**config.mk**
```make
export PLATFORM = sky130hd
export DESIGN_NAME = etp_ctrl
export DESIGN_NICKNAME = d
export VERILOG_FILES = /design/src/core/etp_pkg.sv /design/src/core/etp_unit.sv /design/src/core/etp_ctrl.sv
export SDC_FILE = /design/constraint.sdc
export NUM_CORES = 1
export LEC_CHECK = 0
export BUFFER_PORTS_ARGS = -buffer_cell sky130_fd_sc_hd__buf_2
export CORE_MARGIN = 10
export CORE_UTILIZATION = 45
export DETAILED_ROUTE_END_ITERATION = 10
export PLACE_DENSITY = 0.64
export SETUP_SLACK_MARGIN = 0.15
export SYNTH_ARGS = -nofsm -noshare
export SYNTH_HDL_FRONTEND = slang
export SYNTH_SLANG_ARGS = --single-unit
```
**constraint.sdc**
```tcl
create_clock -name sys_clk -period 19.3 [get_ports sys_clk]
set_clock_uncertainty 0.2 [all_clocks]
set_input_delay 3.86 -clock sys_clk [delete_from_list [all_inputs] [get_ports sys_clk]]
set_output_delay 3.86 -clock sys_clk [all_outputs]
set_load 0.01 [all_outputs]
```
**src/core/etp_pkg.sv**
```systemverilog
/*
 * etp_pkg: constants shared by the timestamp input control block:
 * register offsets, field positions, reset values, capacities, timing.
 * Assumes a 16-bit register port with byte addresses and a 200 MHz
 * system clock.
 */
package etp_pkg;
   localparam int NUM_UNITS = 12;
   localparam int NUM_GPIO = 7;
   localparam int ADDR_W = 11;
   localparam int DATA_W = 16;
   localparam int VEC_W = 12;
   localparam int CFG_W = 12;
   localparam int CNT_W = 4;
   localparam int SEL_W = 4;
   localparam int UNIT_SHIFT = 5;

   localparam logic [10:0] ADDR_READY = 11'h400;
   localparam logic [10:0] ADDR_ENABLE = 11'h402;
   localparam logic [10:0] ADDR_SWRST = 11'h404;
   localparam logic [10:0] ADDR_UNIT_BASE = 11'h420;
   localparam logic [10:0] ADDR_UNIT_END = 11'h5A0;
   localparam logic [4:0] UNIT_OFS_STATUS = 5'h00;
   localparam logic [4:0] UNIT_OFS_CFG = 5'h02;

   localparam int ST_OVFL_BIT = 0;
   localparam int ST_CNT_LSB = 1;
   localparam int CFG_CASC_BIT = 0;
   localparam int CFG_TAIL_BIT = 5;
   localparam int CFG_FALL_BIT = 6;
   localparam int CFG_RISE_BIT = 7;
   localparam int CFG_SEL_LSB = 8;

   localparam logic [11:0] VEC_RST = 12'h000;
   localparam logic [11:0] CFG_RST = 12'h000;
   localparam logic [3:0] CNT_RST = 4'h0;
   localparam logic [3:0] CNT_MAX = 4'hF;
   localparam logic [3:0] CAP_CASC = 4'h2;
   localparam logic [3:0] CAP_CASC_LAST = 4'h8;
   localparam logic [3:0] SEL_LAST = 4'h6;

   localparam int CLK_PERIOD_PS = 5000;
   localparam int EVENT_RATE_KHZ = 25000;
   localparam int EVENT_PERIOD_PS = 1000000000 / EVENT_RATE_KHZ;
   localparam int EVENT_PERIOD_CYC = EVENT_PERIOD_PS / CLK_PERIOD_PS;
endpackage

```
**src/core/etp_unit.sv**
```systemverilog
/*
 * etp_unit: one timestamp input unit: pin select, edge detection,
 * saturating event counter, overflow and ready flags.
 * Assumes synchronised pin inputs and one-cycle control pulses.
 */
`timescale 1ns/1ps
module etp_unit
   import etp_pkg::*;
#(
   parameter logic [3:0] CAP_NONTAIL = CAP_CASC
) (
   input wire logic sys_clk,
   input wire logic rst,
   input wire logic [NUM_GPIO-1:0] gpio_s,
   input wire logic unit_en,
   input wire logic [CFG_W-1:0] cfg,
   input wire logic clr_cnt,
   input wire logic clr_flag,
   input wire logic soft_rst,
   output logic [CNT_W-1:0] cnt_q,
   output logic ovfl_q,
   output logic rdy_q
);
   logic [SEL_W-1:0] sel;
   logic sel_ok;
   logic pin;
   logic prev_q;
   logic casc;
   logic tail;
   logic [CNT_W-1:0] cap;
   logic full;
   logic evt;

   // pin select, unused codes pick nothing
   assign sel = cfg[CFG_SEL_LSB +: SEL_W];
   assign sel_ok = (sel <= SEL_LAST);
   assign pin = sel_ok ? gpio_s[sel[2:0]] : 1'b0;

   always_ff @(posedge sys_clk or posedge rst) begin
      if (rst) begin
         prev_q <= 1'b0;
      end else begin
         prev_q <= pin;
      end
   end

   // one edge per clock is enough for the top event rate
   assign evt = unit_en && sel_ok &&
      ((cfg[CFG_RISE_BIT] && pin && !prev_q) ||
       (cfg[CFG_FALL_BIT] && !pin && prev_q));

   assign casc = cfg[CFG_CASC_BIT];
   assign tail = cfg[CFG_TAIL_BIT];
   assign cap = (!casc || tail) ? CNT_MAX : CAP_NONTAIL;
   assign full = (cnt_q >= cap);

   always_ff @(posedge sys_clk or posedge rst) begin
      if (rst) begin
         cnt_q <= CNT_RST;
      end else if (soft_rst || clr_cnt) begin
         cnt_q <= CNT_RST;
      end else if (evt && !full) begin
         cnt_q <= cnt_q + 4'h1;
      end
   end

   always_ff @(posedge sys_clk or posedge rst) begin
      if (rst) begin
         ovfl_q <= 1'b0;
      end else if (soft_rst || clr_flag) begin
         ovfl_q <= 1'b0;
      end else if (evt && full && (!casc || tail)) begin
         ovfl_q <= 1'b1;
      end
   end

   // disable clear wins so a disabled unit never reads ready
   always_ff @(posedge sys_clk or posedge rst) begin
      if (rst) begin
         rdy_q <= 1'b0;
      end else if (soft_rst || clr_flag) begin
         rdy_q <= 1'b0;
      end else if (evt) begin
         rdy_q <= 1'b1;
      end
   end
endmodule

```
**src/core/etp_ctrl.sv**
```systemverilog
/*
 * etp_ctrl: shared control and status of twelve timestamp input units:
 * ready, enable and soft reset vectors, per-unit status and config.
 * Assumes a synchronous 16-bit register port on sys_clk, asynchronous
 * pin inputs, and the interrupt enable level from elsewhere.
 */
`timescale 1ns/1ps
module etp_ctrl
   import etp_pkg::*;
(
   input wire logic sys_clk,
   input wire logic rst,
   input wire logic [ADDR_W-1:0] reg_addr,
   input wire logic reg_wr,
   input wire logic reg_rd,
   input wire logic [DATA_W-1:0] reg_wdata,
   output logic [DATA_W-1:0] reg_rdata_q,
   output logic reg_rvalid_q,
   input wire logic [NUM_GPIO-1:0] gpio_in,
   input wire logic capture_interrupt_enable,
   output logic capture_irq_q
);
   localparam int EV_CYC = EVENT_PERIOD_CYC;

   logic [NUM_GPIO-1:0] gpio_m_q;
   logic [NUM_GPIO-1:0] gpio_s_q;
   logic [VEC_W-1:0] en_q;
   logic [VEC_W-1:0] en_d;
   logic [VEC_W-1:0] swrst_q;
   logic [VEC_W-1:0] swrst_d;
   logic [VEC_W-1:0] clr_cnt;
   logic [VEC_W-1:0] clr_flag;
   logic [VEC_W-1:0] rdy_vec;
   logic [VEC_W-1:0] ovfl_vec;
   logic [CFG_W-1:0] cfg_q [NUM_UNITS];
   logic [CNT_W-1:0] cnt_w [NUM_UNITS];
   logic en_wr;
   logic sw_wr;
   logic unit_hit;
   logic [ADDR_W-1:0] unit_rel;
   logic [3:0] uidx;
   logic [4:0] uofs;
   logic cfg_wr;
   logic [DATA_W-1:0] rdata_d;
   logic irq_d;

   // two-flop synchroniser for the pins
   always_ff @(posedge sys_clk or posedge rst) begin
      if (rst) begin
         gpio_m_q <= '0;
         gpio_s_q <= '0;
      end else begin
         gpio_m_q <= gpio_in;
         gpio_s_q <= gpio_m_q;
      end
   end

   // address decode
   assign en_wr = reg_wr && (reg_addr == ADDR_ENABLE);
   assign sw_wr = reg_wr && (reg_addr == ADDR_SWRST);
   assign unit_hit = (reg_addr >= ADDR_UNIT_BASE) &&
      (reg_addr < ADDR_UNIT_END);
   assign unit_rel = reg_addr - ADDR_UNIT_BASE;
   assign uidx = unit_rel[UNIT_SHIFT +: 4];
   assign uofs = unit_rel[UNIT_SHIFT-1:0];
   assign cfg_wr = reg_wr && unit_hit && (uofs == UNIT_OFS_CFG);

   // enable write strobes toward the units
   assign clr_cnt = en_wr ? reg_wdata[VEC_W-1:0] : VEC_RST;
   assign clr_flag = en_wr ? ~reg_wdata[VEC_W-1:0] : VEC_RST;

   // enable vector, soft reset forces a unit off
   always_comb begin
      en_d = en_q;
      if (en_wr) begin
         en_d = reg_wdata[VEC_W-1:0];
      end
      en_d = en_d & ~swrst_q;
   end

   always_ff @(posedge sys_clk or posedge rst) begin
      if (rst) begin
         en_q <= VEC_RST;
      end else begin
         en_q <= en_d;
      end
   end

   // soft reset bits are one-cycle, self-clearing
   assign swrst_d = sw_wr ? reg_wdata[VEC_W-1:0] : VEC_RST;

   always_ff @(posedge sys_clk or posedge rst) begin
      if (rst) begin
         swrst_q <= VEC_RST;
      end else begin
         swrst_q <= swrst_d;
      end
   end

   // per-unit config and unit instances
   for (genvar i = 0; i < NUM_UNITS; i++) begin : g_unit
      localparam logic [3:0] CAP_NT =
         (i == NUM_UNITS - 1) ? CAP_CASC_LAST : CAP_CASC;

      always_ff @(posedge sys_clk or posedge rst) begin
         if (rst) begin
            cfg_q[i] <= CFG_RST;
         end else if (swrst_q[i]) begin
            cfg_q[i] <= CFG_RST;
         end else if (cfg_wr && (uidx == 4'(i))) begin
            cfg_q[i] <= reg_wdata[CFG_W-1:0];
         end
      end

      etp_unit #(
         .CAP_NONTAIL(CAP_NT)
      ) u_unit (
         .sys_clk(sys_clk),
         .rst(rst),
         .gpio_s(gpio_s_q),
         .unit_en(en_q[i]),
         .cfg(cfg_q[i]),
         .clr_cnt(clr_cnt[i]),
         .clr_flag(clr_flag[i]),
         .soft_rst(swrst_q[i]),
         .cnt_q(cnt_w[i]),
         .ovfl_q(ovfl_vec[i]),
         .rdy_q(rdy_vec[i])
      );
   end

   // read mux, unmapped and reserved bits read zero
   always_comb begin
      rdata_d = '0;
      if (reg_addr == ADDR_READY) begin
         rdata_d[VEC_W-1:0] = rdy_vec;
      end else if (reg_addr == ADDR_ENABLE) begin
         rdata_d[VEC_W-1:0] = en_q;
      end else if (reg_addr == ADDR_SWRST) begin
         rdata_d[VEC_W-1:0] = swrst_q;
      end else if (unit_hit && (uofs == UNIT_OFS_STATUS)) begin
         rdata_d[ST_CNT_LSB +: CNT_W] = cnt_w[uidx];
         rdata_d[ST_OVFL_BIT] = ovfl_vec[uidx];
      end else if (unit_hit && (uofs == UNIT_OFS_CFG)) begin
         rdata_d[CFG_W-1:0] = cfg_q[uidx];
      end
   end

   always_ff @(posedge sys_clk or posedge rst) begin
      if (rst) begin
         reg_rdata_q <= '0;
         reg_rvalid_q <= 1'b0;
      end else begin
         reg_rdata_q <= reg_rd ? rdata_d : '0;
         reg_rvalid_q <= reg_rd;
      end
   end

   // interrupt
   assign irq_d = capture_interrupt_enable && (|rdy_vec);

   always_ff @(posedge sys_clk or posedge rst) begin
      if (rst) begin
         capture_irq_q <= 1'b0;
      end else begin
         capture_irq_q <= irq_d;
      end
   end

   // per-unit checks
   for (genvar k = 0; k < NUM_UNITS; k++) begin : g_chk

   end
endmodule

```
==> results.json, run 1 <==
{
  "clkPwrFrac": 0.481,
  "holdCritStartpoint": "gpio_m_q[4]",
  "finalSetupViolCount": 0,
  "hold_violations": 0,
  "antenna_found_initial": 3,
  "first_global_vias": 12900,
  "fp.dieW_um": 213,
  "drv_slew": 0,
  "viasPerCell": 6.53,
  "synth_edf_count": 0,
  "clock-sinks": 280,
  "num_rows": 70,
  "grt_overflow": 0,
  "rr_startpoint": "gpio_s_q[1]",
  "remaining_drc_errors": 0,
  "pin_count": 57,
  "synth.area.top_cells": "dfrtp_1 42%, mux4_2 9.4%, a22o_1 6.9%",
  "syn_area_per_cell_um2": 11.0,
  "combPwrFrac": 0.067,
  "ys_ff_latch": 280,
  "layout_min_cycle_time_ns": 7.33,
  "synth_largest_area_cell": "dfrtp_1",
  "syn_inst": 1520,
  "hold_path_class": "reg2reg",
  "dp.final_hpwl_um": 35800,
  "avgRoutedWirePerCell_um": 25.7,
  "grt_max_degree": 165,
  "initial_core_util": 0.456,
  "status": "completed",
  "track_usage": 0.229,
  "rr_worst_depth": 5,
  "fmax_mhz": 136,
  "arrival_ns": 7.54,
  "finalNetCount": 1591,
  "drive_gt1_frac": 0.161,
  "ir_worst_vdd_mv": 0.0441,
  "ctsResizeCount": 0,
  "power_frac_seq": 0.452,
  "port_buffers": 48,
  "worst_slack_ns": 11.97,
  "async_reset_ff_frac": 1.00,
  "netlist_top_cells_count": "280 x dfrtp_1, 147 x nand2_1, 132 x a22o_1",
  "worstSetupStartpoint": "reg_addr[5]",
  "netSwitchingPower_uw": 329,
  "p_sw_frac": 0.246,
  "yosysSeqAreaShare": 0.419,
  "final.setup.tns_ns": 0,
  "syn-cell-area_um2": 16700,
  "place_ws_ns": 11.57,
  "worstMarginPinSlew_ns": 1.32,
  "gp_congestion": 0.933,
  "p_int_uw": 1010,
  "cts_setup_buffers": 0,
  "syn_to_final_growth_pct": 8.85,
  "timing.slew.headroom": 0.120,
  "htree_levels": 2,
  "synth.most_common_cell": "dfrtp_1",
  "grt_pass1_wl_um": 79000,
  "cts_hold_buf": 0,
  "start_kind": "input pin",
  "cts_buffers": 34,
  "critPathRequiredTime_ns": 19.51,
  "cp-end-kind": "register",
  "clockBufferDepth": 3,
  "die_y_um": 213,
  "synth_top_area_frac": 0.419,
  "synth_ff_type": "dfrtp_1",
  "cts_tree": "done",
  "pwr_density_cell_nw_per_um2": 73.6,
  "ys_warn_count": 0,
  "min_path_cells": 0,
  "critical_path_class": "in2reg",
  "core_area_um2": 36600,
  "maxCapViolations": 0,
  "drt-pass1-iter-count": 6,
  "drt-total-wl_um": 51300,
  "fin_crit_sh": 0.380,
  "worst_setup_hold_path_clk_slew_ns": 0.06,
  "dr.first_iter.drc_count": 1646,
  "die_area_um2": 45200,
  "leakagePower_uw": 0.00817,
  "ys_types": 62,
  "rsz0062_at_grt": "false",
  "crit_fanout": 39,
  "clock_latency_ns": 0.54,
  "root_buffer": "clkbuf_16",
  "postRouteAntennaNets": 0,
  "vias": 13000
}
metal layers:
| layer | global-route usage | share of wire | up-vias | wire length (um) |
|---|---|---|---|---|
| li1 | - | - | 5692 | - |
| met1 | 0.310 | 0.42 | 6643 | 21600 |
| met2 | 0.353 | 0.45 | 555 | 23300 |
| met3 | 0.0478 | 0.087 | 111 | 4480 |
| met4 | 0.0896 | 0.038 | 0 | 1920 |
| met5 | 0 | 0 | - | 0 |
cells in the final DEF (no fill, tap or decap), types with 5 or more instances in the layout:
cell / count
ha_1: 51
and2_1: 9
nand4_1: 21
a2111oi_2: 15
nand4b_1: 6
a2111oi_0: 12
o21ai_0: 46
a22o_1: 132
a31o_2: 11
buf_4: 13
nor2b_1: 27
a21oi_1: 40
a21o_1: 7
dfrtp_1: 280
a2111oi_1: 5
nand3_1: 29
mux2i_1: 103
mux2_2: 8
clkbuf_8: 7
a31oi_1: 36
o31ai_1: 8
o211ai_1: 10
nor3_1: 25
buf_2: 47
a2111oi_4: 5
mux2_1: 16
and4_1: 7
nor3b_2: 7
clkbuf_1: 5
clkbuf_16: 37
and3_1: 39
nor2_1: 64
nand2b_1: 53
o21ai_1: 13
nand2_1: 147
inv_1: 48
mux4_2: 70
clkinv_2: 5
a211o_1: 10
path summary, 6_finish.rpt:
| kind | endpoint | slack (ns) |
|---|---|---|
| setup / recovery | reg_rdata_q[8] | 11.97 |
| hold / removal | gpio_s_q[4] | 0.15 |
| setup reg to reg | g_unit[5].u_unit.cnt_q[3] | 16.33 |
| hold reg to reg | gpio_s_q[4] | 0.15 |
| max in group asynchronous | g_unit[7].u_unit.cnt_q[0] | 14.23 |
| min in group asynchronous | gpio_m_q[5] | 3.26 |
cell families (layout without fill, tap and decap cells):
kind of cell	after synthesis	after routing	share of synthesized area
simple gates	451	451	0.143
other cells	1	6	0.000224
xor+xnor	2	2	0.00217
flops	280	280	0.419
fa+ha+maj	52	52	0.0389
compound gates	367	367	0.175
mux	198	198	0.174
buf+inv	169	167	0.0478
power groups by stage:
stage                     sequential, uW  clock [uW]  combinational (uW)
after floorplan                      608           0                66.5
after global placement               616           0                86.8
after detailed placement             616           0                88.4
after CTS                            605         653                88.8
after global routing                 606         677                95.8
final                                606         644                89.2
state kept, by name (all words and copies together) (netlist names):
register,cells
gpio_m_q,7
reg_rdata_q,12
g_unit.u_unit.ovfl_q,12
gpio_s_q,7
g_unit.u_unit.prev_q,12
reg_rvalid_q,1
capture_irq_q,1
g_unit.u_unit.rdy_q,12
en_q,12
g_unit.u_unit.cnt_q,48
swrst_q,12
cfg_q,144
critical path, cell delays in order:
cell     delay [ns]
buf_4          0.32
buf_4          0.64
or4_1          0.54
nor2_4         0.25
nor3_1         1.03
o21ai_0        0.45
a21oi_1        0.41
area by class of cell:
class	count	area (um^2)
Fill cell	3260	18400
Multi-Input combinational cell	1074	8930
Sequential cell	280	7010
Clock buffer	49	1040
Tap cell	468	586
Timing Repair Buffer	61	353
Inverter	49	191
Clock inverter	8	73.8
Antenna cell	2	5.00
per-stage QoR:
stage / total power [uW] / utilization / hold slack, ns / cell area (um^2) / std cells
final: 1340 / 0.497 / 0.146 / 18200 / 1991
after global routing: 1380 / 0.497 / 0.162 / 18200 / 1991
after CTS: 1350 / 0.497 / 0.149 / 18200 / 1989
after detailed placement: 704 / 0.466 / 0.135 / 17100 / 1932
after global placement: 702 / 0.466 / 0.137 / 17100 / 1932
after floorplan: 675 / - / 0.131 / 16700 / 1523
Power figures use the tool's default switching activity.
==> run 2, diff against run 1 <==
Settings changed: ABC_AREA from default to 1, PLACE_DENSITY 0.64 to 0.66.
Clock period 19.3 ns to 6.1 ns, I/O delays scaled along.
==> results.json, run 2 <==
{
  "status": "completed",
  "final.setup.tns_ns": 0,
  "avgRoutedWirePerCell_um": 19.1,
  "start_kind": "input pin",
  "grt_max_degree": 107,
  "syn-cell-area_um2": 16700,
  "timing.rr.end": "g_unit[11].u_unit.cnt_q[2]",
  "syn_inst": 2355,
  "first_global_vias": 15200,
  "p_sw_frac": 0.253,
  "clock-sinks": 280,
  "synth_top_area_frac": 0.418,
  "dp.final_hpwl_um": 37800,
  "cts_setup_buffers": 0,
  "critical_path_class": "in2reg",
  "p_int_uw": 3430,
  "largest_reg_flops": 144,
  "ys_warn_count": 0,
  "grt_overflow": 0,
  "hold_violations": 0,
  "syn_to_final_growth_pct": 9.70,
  "postRouteAntennaNets": 0,
  "yosysSeqAreaShare": 0.418,
  "ir_worst_vdd_mv": 0.131,
  "power_frac_seq": 0.422,
  "crit_path_top_delay_cell": "nor2_1",
  "path_cells": "buf_4, inv_2, ha_2, nor2_1, nor2_1, inv_2, nor2_1, nand2_1, o21ai_4, inv_2, nand2_1, nand2_1",
  "async_reset_ff_frac": 1.00,
  "ff2ff_setup_slack_ns": 3.66,
  "worst_setup_hold_path_clk_slew_ns": 0.06,
  "ys_ff_latch": 280,
  "leakagePower_uw": 0.00988,
  "combPwrFrac": 0.094,
  "rr_startpoint": "gpio_s_q[2]",
  "netSwitchingPower_uw": 1160,
  "finalSetupViolCount": 0,
  "die_area_um2": 45300,
  "cts_buffers": 34,
  "slowest_delay_ns": 0.72,
  "rr_worst_depth": 10,
  "critPathRequiredTime_ns": 6.31,
  "die_y_um": 213,
  "cts_hold_buf": 0,
  "root_buffer": "clkbuf_16",
  "worstMarginPinSlew_ns": 0.949,
  "timing.slew.headroom": 0.365,
  "final_common_cell": "nand2_1",
  "ctsResizeCount": 0,
  "viasPerCell": 5.66,
  "drt-pass1-iter-count": 6,
  "power_uw": 4590,
  "drive_gt1_frac": 0.0671,
  "clock_latency_ns": 0.53,
  "synth_ff_type": "dfrtp_1",
  "clkPwrFrac": 0.485,
  "remaining_drc_errors": 0,
  "clockBufferDepth": 3,
  "hold_path_class": "reg2reg",
  "synth_largest_area_cell": "dfrtp_1",
  "reg_top3": "cfg_q: 144 flops, g_unit.u_unit.cnt_q: 48 flops",
  "drv_slew": 0,
  "vias": 16100,
  "synth_edf_count": 0,
  "finalNetCount": 2439,
  "track_usage": 0.241,
  "crit_end": "cfg_q[65]",
  "crit_fanout": 26,
  "cts_tree": "done",
  "pwr_density_cell_nw_per_um2": 250,
  "antenna_found_initial": 2,
  "pin_count": 57,
  "drt-total-wl_um": 54300,
  "synth.area.top_cells": "dfrtp_1 42%, nand2_1 17%, nand3_1 13%",
  "initial_core_util": 0.456,
  "netlist_top_cells_count": "745 x nand2_1, 431 x nand3_1, 280 x dfrtp_1",
  "core_area_um2": 36700,
  "layout.cells.non_filler": 2841,
  "dr.first_iter.drc_count": 1880,
  "gp_congestion": 0.954,
  "fin_crit_sh": 0.704,
  "place_inst": 2780,
  "synth.most_common_cell": "nand2_1",
  "cp-end-kind": "register",
  "fp.dieW_um": 213,
  "maxCapViolations": 0,
  "port_buffers": 48,
  "arrival_ns": 4.51,
  "ys_types": 37,
  "grt_pass1_wl_um": 85500,
  "final_core_util": 0.501,
  "layout_min_cycle_time_ns": 4.29,
  "num_rows": 70,
  "fmax_mhz": 233,
  "worstSetupStartpoint": "reg_addr[5]",
  "syn_area_per_cell_um2": 7.11,
  "top_register": "cfg_q",
  "htree_levels": 2,
  "final_cell_mix": "745 x nand2_1, 431 x nand3_1, 280 x dfrtp_1",
  "rsz0062_at_grt": "false"
}
run 2: per-layer routing:
layer  share of wire  up-vias  track usage  routed length (um)
met4           0.047        0        0.112                2560
met2            0.45      741        0.373               24200
met1            0.42     7622        0.323               22700
met5               0        -            0                   0
met3           0.088      154       0.0406                4800
li1                -     7550            -                   -
run 2: area by class of cell:
class | count | area [um^2]
diodes | 2 | 5.00
clock buffers | 49 | 1030
clock inverters | 10 | 200
fillers | 3573 | 18300
inverters | 286 | 1080
multi-input cells | 1685 | 8100
flip-flops and latches | 280 | 7010
well taps | 468 | 586
repair buffers | 61 | 365
run 2: metrics by stage:
step                      hold slack, ns  area, um^2  setup WS [ns]
final                              0.147       18400           1.81
after global routing               0.150       18400           1.57
after CTS                          0.149       18400           1.90
after detailed placement           0.136       17100           1.36
after global placement             0.131       17100           1.41
after floorplan                    0.131       16800          0.973
run 2: how the worst min path moves through the flow:
stage / end / slack, ns / from / cells past startpoint
finish: gpio_s_q[4] / 0.15 / gpio_m_q[4] / 0
global route: gpio_s_q[4] / 0.15 / gpio_m_q[4] / 0
CTS: gpio_s_q[4] / 0.15 / gpio_m_q[4] / 0
detailed placement: gpio_s_q[4] / 0.14 / gpio_m_q[4] / 0
global placement: gpio_s_q[2] / 0.13 / gpio_m_q[2] / 0
floorplan: gpio_s_q[0] / 0.13 / gpio_m_q[0] / 0
run 2: cells by family after synthesis:
logic type / after synthesis / share of synthesized area
AOI/OAI and AO/OA: 227 / 0.0729
xor gates and xnor gates: 24 / 0.0126
adders and majority gates: 52 / 0.0388
buffers and inverters: 393 / 0.0988
DFF: 280 / 0.418
other: 1 / 0.000224
and+or+nand+nor: 1378 / 0.358
run 2: critical path, delay by kind of cell:
| kind | cells | cell delay (ns) |
|---|---|---|
| simple gates | 6 | 1.49 |
| compound gates | 1 | 0.55 |
| fa+ha+maj | 1 | 0.36 |
| buf+inv | 4 | 0.87 |
run 2: power groups by stage:
stage,sequential (uW),combinational [uW],clock [uW]
4_1_cts,1930,424,2250
3_5_place_dp,1970,422,0
6_report,1930,429,2220
2_1_floorplan,1950,270,0
5_1_grt,1940,472,2330
3_3_place_gp,1970,413,0
==> run 3, diff against run 2 <==
Settings changed: ABC_AREA 1 to 0.
Clock period 6.1 ns to 3.9 ns, I/O delays scaled along.
==> results.json, run 3 (synthesized netlist as in run 1, its figures left out) <==
{
  "ctsResizeCount": 0,
  "finalNetCount": 1624,
  "grt_overflow": 0,
  "cts_buffers": 34,
  "path_cells": "buf_2, nor4_2, nand2_1, nor3_1, o21ai_0, a31oi_1",
  "core_area_um2": 36600,
  "place_ws_ns": 0.265,
  "track_usage": 0.232,
  "status": "completed",
  "top_register": "cfg_q",
  "die_y_um": 213,
  "final.setup.tns_ns": 0,
  "gp_congestion": 0.996,
  "port_buffers": 48,
  "crit_path_top_delay_cell": "nor3_1",
  "slowest_delay_ns": 1.00,
  "cts_hold_buf": 0,
  "first_global_vias": 13200,
  "antenna_found_initial": 0,
  "timing.slew.headroom": 0.198,
  "drt-total-wl_um": 52400,
  "worstSetupStartpoint": "reg_addr[2]",
  "htree_levels": 2,
  "critical-path-top-delay-family": "simple AND/OR/NAND/NOR gates",
  "syn_to_final_growth_pct": 10.7,
  "pin_count": 57,
  "drt-pass1-iter-count": 5,
  "hold_path_class": "reg2reg",
  "drive_gt1_frac": 0.178,
  "remaining_drc_errors": 0,
  "fp.dieW_um": 213,
  "rsz0062_at_grt": "false",
  "largest_reg_flops": 144,
  "maxCapViolations": 0,
  "worst_setup_hold_path_clk_slew_ns": 0.05,
  "leakagePower_uw": 0.00834,
  "arrival_ns": 3.50,
  "hold_violations": 0,
  "avgRoutedWirePerCell_um": 25.9,
  "vias": 13100,
  "clock-sinks": 280,
  "fin_crit_sh": 0.843,
  "crit_end": "reg_rdata_q[2]",
  "die_area_um2": 45200,
  "worstMarginPinSlew_ns": 1.20,
  "reg_top3": "cfg_q: 144 flops, g_unit.u_unit.cnt_q: 48 flops",
  "rr_startpoint": "gpio_s_q[1]",
  "num_rows": 70,
  "cts_tree": "done",
  "ir_worst_vdd_mv": 0.269,
  "clockBufferDepth": 3,
  "timing.rr.end": "g_unit[1].u_unit.cnt_q[1]",
  "cts_setup_buffers": 0,
  "root_buffer": "clkbuf_16",
  "drv_slew": 0,
  "crit_fanout": 11,
  "layout_min_cycle_time_ns": 3.29,
  "rr_worst_depth": 5,
  "fmax_mhz": 304,
  "initial_core_util": 0.456,
  "power_uw": 6710,
  "critPathRequiredTime_ns": 4.11,
  "ff2ff_setup_slack_ns": 0.98,
  "dp.final_hpwl_um": 36900,
  "worst_slack_ns": 0.614,
  "diodes": 0,
  "pwr_density_cell_nw_per_um2": 363,
  "grt_max_degree": 141,
  "final_cell_mix": "280 x dfrtp_1, 147 x nand2_1, 132 x a22o_1",
  "clock_latency_ns": 0.52,
  "cp.depth": 6,
  "final_common_cell": "dfrtp_1",
  "dr.first_iter.drc_count": 1277,
  "cp-end-kind": "register",
  "start_kind": "input pin",
  "viasPerCell": 6.50,
  "finalSetupViolCount": 0,
  "grt_pass1_wl_um": 79900,
  "postRouteAntennaNets": 0,
  "critical_path_class": "in2reg",
  "worst-path-buf-inv": 1
}
-- run 3: metrics by stage --
stage / std cells / utilization / instance area, um^2 / hold WS, ns
after global routing: 2022 / 0.505 / 18500 / 0.156
final: 2022 / 0.505 / 18500 / 0.146
after detailed placement: 1965 / 0.474 / 17400 / 0.135
after floorplan: 1523 / - / 16700 / 0.131
after CTS: 2022 / 0.505 / 18500 / 0.150
after global placement: 1965 / 0.474 / 17400 / 0.139
-- run 3: worst register-to-register path, cell delays in order (launching register included) --
cell and delay [ns]:
dfrtp_1 1.00, mux2i_1 0.21, mux4_2 0.57, a2111oi_1 0.48
nor2_1 0.18, mux2i_1 0.16
-- run 3: worst min-delay path by stage --
stage | from | to | cells after the start
finish | gpio_m_q[5] | gpio_s_q[5] | 0
global route | gpio_m_q[2] | gpio_s_q[2] | 0
CTS | gpio_m_q[2] | gpio_s_q[2] | 0
detailed placement | gpio_m_q[1] | gpio_s_q[1] | 0
global placement | gpio_m_q[5] | gpio_s_q[5] | 0
floorplan | gpio_m_q[0] | gpio_s_q[0] | 0
-- run 3: area by class of cell --
class	count	area [um^2]
inverter	49	188
timing repair buffer	94	651
clock inverter	10	133
clock buffer	47	1000
fill	3283	18100
sequential	280	7010
tap	468	586
multi-input combinational	1074	8930
-- run 3: metal layers --
layer,vias up,track usage,part of all wire
li1,5760,-,-
met2,589,0.363,0.46
met5,-,0,0
met4,0,0.111,0.048
met3,152,0.0446,0.083
met1,6641,0.304,0.41
-- run 3: report_power, final --
group	leakage (uW)	internal (uW)	total (uW)	switching, uW
Sequential	0.00364	2940	3000	63.0
Clock	0.000550	1990	3250	1260
Combinational	0.00415	160	460	299
Total	0.00834	5090	6710	1620
